$ cat config.mk
export PLATFORM = sky130hd
export DESIGN_NAME = drive_run_command_control
export DESIGN_NICKNAME = d
export VERILOG_FILES = /design/src/include/drive_run_pkg.sv /design/src/hw/drive_run_command_control.sv
export VERILOG_INCLUDE_DIRS = /design/src /design/src/include
export SDC_FILE = /design/constraint.sdc
export NUM_CORES = 1
export LEC_CHECK = 0
export BUFFER_PORTS_ARGS = -buffer_cell sky130_fd_sc_hd__buf_2
export CORE_ASPECT_RATIO = 2
export CORE_MARGIN = 2
export CORE_UTILIZATION = 58
export CTS_BUF_LIST = sky130_fd_sc_hd__clkbuf_8
export DETAILED_ROUTE_END_ITERATION = 8
export GPL_TIMING_DRIVEN = 0
export PLACE_DENSITY = 0.79
export SLEW_MARGIN = 20
export SYNTH_ARGS = -nofsm -noshare
export SYNTH_HDL_FRONTEND = slang
export SYNTH_SLANG_ARGS = --single-unit
$ cat constraint.sdc
create_clock -name core_clk -period 8.7 [get_ports core_clk]
set_input_delay 0 -clock core_clk [delete_from_list [all_inputs] [get_ports core_clk]]
set_output_delay 0 -clock core_clk [all_outputs]
set_load 0.01 [all_outputs]
$ cat src/include/drive_run_regs.svh
// Purpose: constants for the run-command arbitration block
// Assumes: 25 MHz core clock
// Notes: codes and timing figures used by the block and its checks
`ifndef DRIVE_RUN_REGS_SVH
`define DRIVE_RUN_REGS_SVH
// run command source codes
`define SRC_PANEL        2'h0
`define SRC_TERMINAL     2'h1
`define SRC_COMM         2'h2
// terminal command styles
`define STYLE_TWO_WIRE   2'h0
`define STYLE_THREE_WIRE 2'h1
// start and stop methods
`define START_DIRECT     2'h0
`define START_TRACK      2'h1
`define START_PREEXC     2'h2
`define STOP_DECEL       1'h0
`define STOP_COAST       1'h1
// digital input function codes
`define FUNC_FWD         6'h01
`define FUNC_REV         6'h02
`define FUNC_STOP_HOLD   6'h03
`define FUNC_FWD_INCH    6'h04
`define FUNC_REV_INCH    6'h05
// main frequency sources and reset selection
`define MAIN_SOURCES     9
`define MAIN_SEL_RESET   9'h001
// timing
`define CLK_KHZ          25000
`define TIMEOUT_UNIT_MS  100
`define PREEXC_TIME_MS   50
`endif

$ cat src/include/drive_run_pkg.sv
// Purpose: types shared by the run-command arbitration block
// Assumes: nothing beyond the constants header
// Notes: drive sequencing states, Gray coded along idle-start-run-stop
package drive_run_pkg;
	typedef enum logic [1:0] {
		ST_IDLE  = 2'h0,
		ST_START = 2'h1,
		ST_RUN   = 2'h3,
		ST_STOP  = 2'h2
	} drive_state_type;
endpackage : drive_run_pkg

$ cat src/hw/drive_run_command_control.sv
// Purpose: selects and sequences run, stop, direction and jog commands for a motor drive
// Assumes: keys and terminal inputs are asynchronous; host frame strobes are on core_clk
// Notes: clk_en low freezes all state; all outputs come from flip-flops
// Notes on behaviour
// - source code 0 panel keys, 1 terminal inputs, 2 serial host.
// - panel run key starts and lights indicator; stop key stops and darkens it.
// - terminal style setting and per-input function selects decide start/stop inputs.
// - two-wire: forward switch closed runs forward, opening stops unless reverse alone.
// - two-wire: reverse switch closed runs reverse, opening stops unless forward alone.
// - two-wire: both switches closed or both open means stop.
// - three-wire: stop input held closed while running; opening stops at once.
// - three-wire: start and reverse buttons act only on their closing edge.
// - three-wire: latest button action decides run and direction.
// - serial source takes start and stop commands from the host.
// - nonzero timeout raises fault and shuts down on expiry; zero disables.
// - start method 0 or 3 direct, 1 speed tracking, 2 pre-excitation.
// - pre-excitation magnetises before acceleration, only for induction motors.
// - stop method picks deceleration stop or coasting stop.
// - panel jog key while stopped runs forward; release decelerates to stop.
// - forward or reverse jog inputs while stopped jog; release decelerates.
// - main and auxiliary frequency channels, usable singly or switched.
// - main frequency selector picks exactly one of nine sources.
`timescale 1ns/1ns
`default_nettype none
`include "drive_run_regs.svh"
module drive_run_command_control #(
	parameter int unsigned UNIT_CYCLES   = `TIMEOUT_UNIT_MS * `CLK_KHZ,
	parameter int unsigned PREEXC_CYCLES = `PREEXC_TIME_MS * `CLK_KHZ
) (
	input  wire logic                 core_clk,
	input  wire logic                 srst,
	input  wire logic                 clk_en,
	input  wire logic [1:0]           run_command_source_select,
	input  wire logic [1:0]           terminal_command_style,
	input  wire logic [4:0][5:0]      input_function_selects,
	input  wire logic [15:0]          comm_timeout_setting,
	input  wire logic [1:0]           start_method_select,
	input  wire logic                 stop_method_select,
	input  wire logic [3:0]           main_freq_source_select,
	input  wire logic                 aux_channel_select,
	input  wire logic                 motor_is_induction,
	input  wire logic                 motor_at_zero,
	input  wire logic [4:0]           digital_inputs,
	input  wire logic                 run_key,
	input  wire logic                 stop_key,
	input  wire logic                 jog_key,
	input  wire logic                 comm_frame_valid,
	input  wire logic                 comm_start,
	input  wire logic                 comm_stop,
	input  wire logic                 comm_reverse,
	input  wire logic                 comm_fault_clear,
	output logic                      run_indicator,
	output logic                      motor_enable,
	output logic                      run_reverse,
	output logic                      jog_active,
	output logic                      pre_excite,
	output logic                      speed_track,
	output logic                      decel_stop,
	output logic                      coast_stop,
	output logic                      comm_timeout_fault,
	output logic [`MAIN_SOURCES-1:0]  main_source_onehot,
	output logic                      aux_channel_active,
	output drive_run_pkg::drive_state_type drive_state
);
	import drive_run_pkg::*;

	typedef struct packed {
		logic [4:0]               di_s1;
		logic [4:0]               di_s2;
		logic [4:0]               di_d;
		logic [2:0]               key_s1;
		logic [2:0]               key_s2;
		logic [2:0]               key_d;
		logic                     run_cmd;
		logic                     rev_cmd;
		logic                     jog_rev;
		drive_state_type          fsm;
		logic [31:0]              phase_cnt;
		logic [31:0]              tick_cnt;
		logic [15:0]              unit_cnt;
		logic                     fault;
		logic                     run_ind;
		logic                     coast;
		logic                     decel;
		logic                     preexc;
		logic                     track;
		logic                     jog;
		logic                     enable;
		logic                     dir;
		logic [`MAIN_SOURCES-1:0] main_sel;
		logic                     aux_sel;
	} state_type;

	state_type cur;
	state_type next_cur;

	// per-input function decode, one bit per digital input
	logic [4:0] is_fwd;
	logic [4:0] is_rev;
	logic [4:0] is_stop;
	logic [4:0] is_finch;
	logic [4:0] is_rinch;
	genvar gi;
	generate
		for (gi = 0; gi < 5; gi = gi + 1) begin : g_func
			assign is_fwd[gi]   = input_function_selects[gi] == `FUNC_FWD;
			assign is_rev[gi]   = input_function_selects[gi] == `FUNC_REV;
			assign is_stop[gi]  = input_function_selects[gi] == `FUNC_STOP_HOLD;
			assign is_finch[gi] = input_function_selects[gi] == `FUNC_FWD_INCH;
			assign is_rinch[gi] = input_function_selects[gi] == `FUNC_REV_INCH;
		end
	endgenerate

	// function levels and closing edges from the synchronised inputs
	logic fwd_lvl, rev_lvl, stop_lvl, finch_lvl, rinch_lvl, fwd_rise, rev_rise;
	logic run_rise, stop_rise, src_panel, src_term, src_comm, three_wire;
	assign fwd_lvl    = |(cur.di_s2 & is_fwd);
	assign rev_lvl    = |(cur.di_s2 & is_rev);
	assign stop_lvl   = |(cur.di_s2 & is_stop);
	assign finch_lvl  = |(cur.di_s2 & is_finch);
	assign rinch_lvl  = |(cur.di_s2 & is_rinch);
	assign fwd_rise   = |(cur.di_s2 & ~cur.di_d & is_fwd);
	assign rev_rise   = |(cur.di_s2 & ~cur.di_d & is_rev);
	assign run_rise   = cur.key_s2[0] & ~cur.key_d[0];
	assign stop_rise  = cur.key_s2[1] & ~cur.key_d[1];
	assign src_panel  = run_command_source_select == `SRC_PANEL;
	assign src_term   = run_command_source_select == `SRC_TERMINAL;
	assign src_comm   = run_command_source_select == `SRC_COMM;
	assign three_wire = terminal_command_style == `STYLE_THREE_WIRE;

	// command arbitration, sequencing and timeout
	always_comb begin
		logic jog_req;
		logic jog_dir;
		logic expire;
		jog_req  = 1'b0;
		jog_dir  = 1'b0;
		expire   = 1'b0;
		next_cur = cur;
		next_cur.di_s1  = digital_inputs;
		next_cur.di_s2  = cur.di_s1;
		next_cur.di_d   = cur.di_s2;
		next_cur.key_s1 = {jog_key, stop_key, run_key};
		next_cur.key_s2 = cur.key_s1;
		next_cur.key_d  = cur.key_s2;
		next_cur.decel  = 1'b0;
		next_cur.coast  = 1'b0;
		// source-specific run command
		if (src_panel) begin
			if (stop_rise) begin
				next_cur.run_cmd = 1'b0;
			end else if (run_rise) begin
				next_cur.run_cmd = 1'b1;
				next_cur.rev_cmd = 1'b0;
			end
			jog_req = cur.key_s2[2];
		end else if (src_term) begin
			if (three_wire) begin
				if (!stop_lvl) begin
					next_cur.run_cmd = 1'b0;
				end else if (rev_rise) begin
					next_cur.run_cmd = 1'b1;
					next_cur.rev_cmd = 1'b1;
				end else if (fwd_rise) begin
					next_cur.run_cmd = 1'b1;
					next_cur.rev_cmd = 1'b0;
				end
			end else if (terminal_command_style == `STYLE_TWO_WIRE) begin
				next_cur.run_cmd = fwd_lvl ^ rev_lvl;
				next_cur.rev_cmd = rev_lvl & ~fwd_lvl;
			end else begin
				next_cur.run_cmd = 1'b0;
			end
			jog_req = finch_lvl ^ rinch_lvl;
			jog_dir = rinch_lvl;
		end else if (src_comm) begin
			if (comm_stop) begin
				next_cur.run_cmd = 1'b0;
			end else if (comm_start) begin
				next_cur.run_cmd = 1'b1;
				next_cur.rev_cmd = comm_reverse;
			end
		end else begin
			next_cur.run_cmd = 1'b0;
		end
		// host silence watchdog, restarted by every valid frame
		if (!src_comm || comm_timeout_setting == 16'h0000 || comm_frame_valid) begin
			next_cur.tick_cnt = 32'h0;
			next_cur.unit_cnt = 16'h0000;
		end else if (cur.tick_cnt == UNIT_CYCLES - 1) begin
			next_cur.tick_cnt = 32'h0;
			if (cur.unit_cnt + 16'h0001 >= comm_timeout_setting) begin
				expire            = 1'b1;
				next_cur.unit_cnt = 16'h0000;
			end else begin
				next_cur.unit_cnt = cur.unit_cnt + 16'h0001;
			end
		end else begin
			next_cur.tick_cnt = cur.tick_cnt + 32'h1;
		end
		// fault set wins over clear
		if (expire) begin
			next_cur.fault = 1'b1;
		end else if (comm_fault_clear) begin
			next_cur.fault = 1'b0;
		end
		if (expire || cur.fault) begin
			next_cur.run_cmd = 1'b0;
			jog_req          = 1'b0;
		end
		// drive sequencer
		case (cur.fsm)
			ST_IDLE: begin
				next_cur.jog = 1'b0;
				if (next_cur.run_cmd || (jog_req && !cur.run_cmd)) begin
					next_cur.jog     = !next_cur.run_cmd;
					next_cur.jog_rev = jog_dir;
					next_cur.run_ind = 1'b1;
					next_cur.track   = 1'b0;
					if (start_method_select == `START_PREEXC && motor_is_induction) begin
						next_cur.fsm       = ST_START;
						next_cur.preexc    = 1'b1;
						next_cur.phase_cnt = 32'h0;
					end else begin
						next_cur.fsm   = ST_RUN;
						next_cur.track = start_method_select == `START_TRACK;
					end
				end
			end
			ST_START: begin
				if (!(cur.jog ? jog_req : next_cur.run_cmd)) begin
					next_cur.preexc = 1'b0;
					next_cur.fsm    = ST_STOP;
				end else if (cur.phase_cnt == PREEXC_CYCLES - 1) begin
					next_cur.preexc = 1'b0;
					next_cur.fsm    = ST_RUN;
				end else begin
					next_cur.phase_cnt = cur.phase_cnt + 32'h1;
				end
			end
			ST_RUN: begin
				next_cur.track = 1'b0;
				if (!(cur.jog ? jog_req : next_cur.run_cmd)) begin
					next_cur.fsm = ST_STOP;
				end
			end
			ST_STOP: begin
				if (cur.jog || stop_method_select == `STOP_DECEL) begin
					next_cur.decel = !motor_at_zero;
					if (motor_at_zero) begin
						next_cur.fsm     = ST_IDLE;
						next_cur.run_ind = 1'b0;
					end
				end else begin
					next_cur.coast   = 1'b1;
					next_cur.fsm     = ST_IDLE;
					next_cur.run_ind = 1'b0;
				end
				if (!cur.jog && next_cur.run_cmd) begin
					next_cur.fsm = ST_RUN;
				end
			end
			default: begin
				next_cur.fsm = ST_IDLE;
			end
		endcase
		next_cur.enable = next_cur.fsm != ST_IDLE; // registered copy of the state decode
		next_cur.dir    = next_cur.jog ? next_cur.jog_rev : next_cur.rev_cmd;
		// frequency channel selection, invalid codes keep the last choice
		if (main_freq_source_select < 4'(`MAIN_SOURCES)) begin
			next_cur.main_sel = `MAIN_SOURCES'(1) << main_freq_source_select;
		end
		next_cur.aux_sel = aux_channel_select;
	end

	// state register, frozen while clk_en is low
	always_ff @(posedge core_clk) begin
		if (srst) begin
			cur          <= '0;
			cur.fsm      <= ST_IDLE;
			cur.main_sel <= `MAIN_SEL_RESET;
		end else if (clk_en) begin
			cur <= next_cur;
		end
	end

	assign run_indicator      = cur.run_ind;
	assign motor_enable       = cur.enable;
	assign run_reverse        = cur.dir;
	assign jog_active         = cur.jog;
	assign pre_excite         = cur.preexc;
	assign speed_track        = cur.track;
	assign decel_stop         = cur.decel;
	assign coast_stop         = cur.coast;
	assign comm_timeout_fault = cur.fault;
	assign main_source_onehot = cur.main_sel;
	assign aux_channel_active = cur.aux_sel;
	assign drive_state        = cur.fsm;
endmodule : drive_run_command_control
`default_nettype wire

==> reports/results.tsv <==
stage	metric	value	unit
logic_synthesis	Seq/Total Area, Yosys	35.54	%
timing	RSZ-0062 raised after global routing	false	
clock_network	# hold bufs at CTS	23	
clock_network	later-pin clock latency in the skew report	450	ps
global_routing	gr usage total	29.09	%
place	PortBufs	94	
finish	final net count	1112	
setup_path	Crit Path Class	flip-flop to flip-flop	
finish	layout cells sized above 1	17.20	%
clock_network	# clock sinks	127	
logic_synthesis	asr flop ratio synth	0	%
die	Die Y-Extent	161.1	um
clock_network	post-CTS setup buffers	0	
global_routing	gr ovfl total	0	
clock_network	Reg clk slew, reported paths	80	ps
clock_network	H-Tree Depth	4	
die	Cell Rows	57	
clock_network	root buffer cell	clkbuf_8	
setup_path	CP Max Fanout	10	
detailed_routing	Avg Vias per Cell	5.916	
die	io pins	97	
logic_synthesis	Yosys reg bits	127	
place	pre-CTS setup slack	3841	ps
clock_network	CTS tree	built	
detailed_routing	TritonRoute pass-1 iters	5	
finish	area grow syn2layout	18.21	%
power_and_ir_drop	internal power	0.0009293	W
logic_synthesis	Post-synth EDFFs	0	
power_and_ir_drop	clock power share	42.8	%
place	gpl congestion	0.9250	
timing	total negative slack	0	ps
power_and_ir_drop	Peak VDD IR	135.3	uV
finish	n_diodes	0	
logic_synthesis	post-synth cell types	81	
power_and_ir_drop	Combinational Power Share	9.8	%
timing	f_max	202.8	MHz
detailed_routing	DRT antenna net count	0	
global_routing	first-pass GRT wire length	30320	um
clock_network	CTS Buffer Depth	2	
timing	Final Cycle Share	56.67	%
die	core area	12120	um^2
timing	Period minus WS final	4931	ps
timing	Slew HR	43.03	%
place	half-perimeter wire length after placement	14040	um
global_routing	initial antenna violation count	0	
logic_synthesis	Avg Inst Size Synth	8.130	um^2
timing	count of final setup violators	0	
job	number of max-cap violations	0	
power_and_ir_drop	sequential power share	47.4	%
clock_network	post-cts resize count	0	
logic_synthesis	syn_nets	976	
setup_path	crit path DAT	5270	ps
logic_synthesis	Syn Inst Count	880	
power_and_ir_drop	P per Cell Area	149.1	nW/um^2
die	Starting Density	59.01	%
logic_synthesis	yosys warns	0	
timing	Final Slew Violations	0	
timing	post-route setup slack	3769	ps
finish	commonest non-fill, non-tap cell in the layout	dfxtp_1	
detailed_routing	DRC marker count from the first detailed-route iteration	325	
power_and_ir_drop	leakage power	3.322	nW
power_and_ir_drop	P_sw	0.0003317	W
global_routing	number of global-route vias before repair	6988	
die	Die ar.	13290	um^2
finish	most frequent cells in the layout	127 x dfxtp_1, 122 x nor2_1, 99 x buf_2	
finish	Layout Cells excl Fill	1176	
timing	clk_skew	12.02	ps
detailed_routing	WL/cell	16.03	um
logic_synthesis	predominant post-synthesis flop cell	dfxtp_1	
logic_synthesis	post-synthesis cell area	7154	um^2
worst_hold_path	Min-Delay Path Class	input pin to flip-flop	
status	run status	finished, final reports clean	
place	Inst Count DP	1121	
setup_path	critical path capture point type	flip-flop	
timing	endpoints failing hold	0	
detailed_routing	vias	6957	
power_and_ir_drop	Switching Share	26.31	%
detailed_routing	final WL	18850	um
die	die width	82.54	um
global_routing	largest net degree at the start of global routing	17	
timing	Least-Margin Pin Slew	854.5	ps
setup_path	Worst Path Required	9040	ps
clock_network	CTS Buf Count	17	
detailed_routing	DRC	0	
setup_path	CP startpoint kind	flip-flop	
-- critical path, stage by stage, from the launching register on --
cell      delay, ps
dfxtp_1         440
ha_1            240
inv_1            70
nor2_1          200
and3_1          270
and3_1          250
and3_1          170
clkbuf_1        200
xor2_1          190
ha_1            280
a21oi_1         160
nand2_1          80
a211oi_1        480
nand3b_1        160
a31o_2          320
a311oi_4        480
nand3_4         180
buf_6           190
nand2_1         110
buf_2           300
nor2_1           80
-- per-stage QoR --
stage	cell area, um^2	hold WS (ps)	util, %	total power (W)
after floorplan	7154	147.2	-	0.0006777
after global routing	8457	45.94	69.75	0.001304
after global placement	7809	234.1	64.41	0.0007230
final	8457	32.54	69.75	0.001261
after CTS	8457	7.574	69.75	0.001268
after detailed placement	7809	241.2	64.41	0.0007252
-- layer usage --
metal / wire length (um) / vias to the layer above / track usage [%]
met5: 0 / - / 0
li1: - / 3382 / -
met1: 6734 / 3229 / 27.23
met3: 851 / 84 / 6.034
met2: 10240 / 262 / 54.44
met4: 1020 / 0 / 17.44
-- final timing paths --
path | startpoint | endpoint | slack [ps] | cells past startpoint
hold / removal | start_method_select[1] | speed_track$_SDFFE_PP0P_ | 30 | 4
setup / recovery | cur[19]$_SDFFE_PP0P_ | cur[83]$_SDFFE_PP0P_ | 3770 | 20
hold reg to reg | decel_stop$_SDFFE_PP0P_ | decel_stop$_SDFFE_PP0P_ | 470 | 2
setup reg to reg | cur[19]$_SDFFE_PP0P_ | cur[83]$_SDFFE_PP0P_ | 3770 | 20
-- flip-flops by register name, indices dropped and copies added (netlist names) --
name and cells:
speed_track 1, comm_timeout_fault 1, cur 106, aux_channel_active 1
run_reverse 1, run_indicator 1, drive_state 2, jog_active 1
decel_stop 1, pre_excite 1, coast_stop 1, main_source_onehot 9
motor_enable 1
-- layout make-up --
cell class	instances	area, um^2
Sequential cell	127	2542
Fill cell	1029	3667
Multi-Input combinational cell	660	4188
Clock buffer	17	234.0
Timing Repair Buffer	117	700.7
Clock inverter	15	183.9
Tap cell	147	183.9
Buffer	46	247.7
Inverter	47	176.4
-- Yosys cell counts, types with 16 or more instances --
cell / n / area [um^2]
nor2_1: 122 / 457.9
nand4_1: 16 / 100.1
o21ai_0: 29 / 145.1
nor4_1: 23 / 143.9
nand2_1: 67 / 251.5
nor3_1: 19 / 95.09
a21oi_1: 39 / 195.2
ha_1: 20 / 250.2
inv_1: 47 / 176.4
xnor2_1: 44 / 385.4
dfxtp_1: 127 / 2542
clkbuf_1: 27 / 101.4
and3_1: 21 / 131.4
xor2_1: 17 / 148.9
nand3_1: 49 / 245.2
mux2i_1: 30 / 300.3
-- power by group through the flow --
stage / Combinational, W / Clock (W) / Sequential (W)
finish: 0.000124 / 0.000539 / 0.000597
global route: 0.000136 / 0.000570 / 0.000598
CTS: 0.000123 / 0.000548 / 0.000597
detailed placement: 0.000115 / 0 / 0.000611
global placement: 0.000113 / 0 / 0.000610
floorplan: 0.0000683 / 0 / 0.000609
-- cell families after synthesis --
family / after synthesis / share of synthesized area [%]
AOI/OAI and AO/OA: 152 / 14.80
xor gates and xnor gates: 61 / 7.468
adders and majority gates: 20 / 3.498
buffers and inverters: 93 / 5.929
DFF: 127 / 35.54
muxes: 31 / 4.355
and+or+nand+nor: 396 / 28.42
Power figures use the tool's default switching activity.
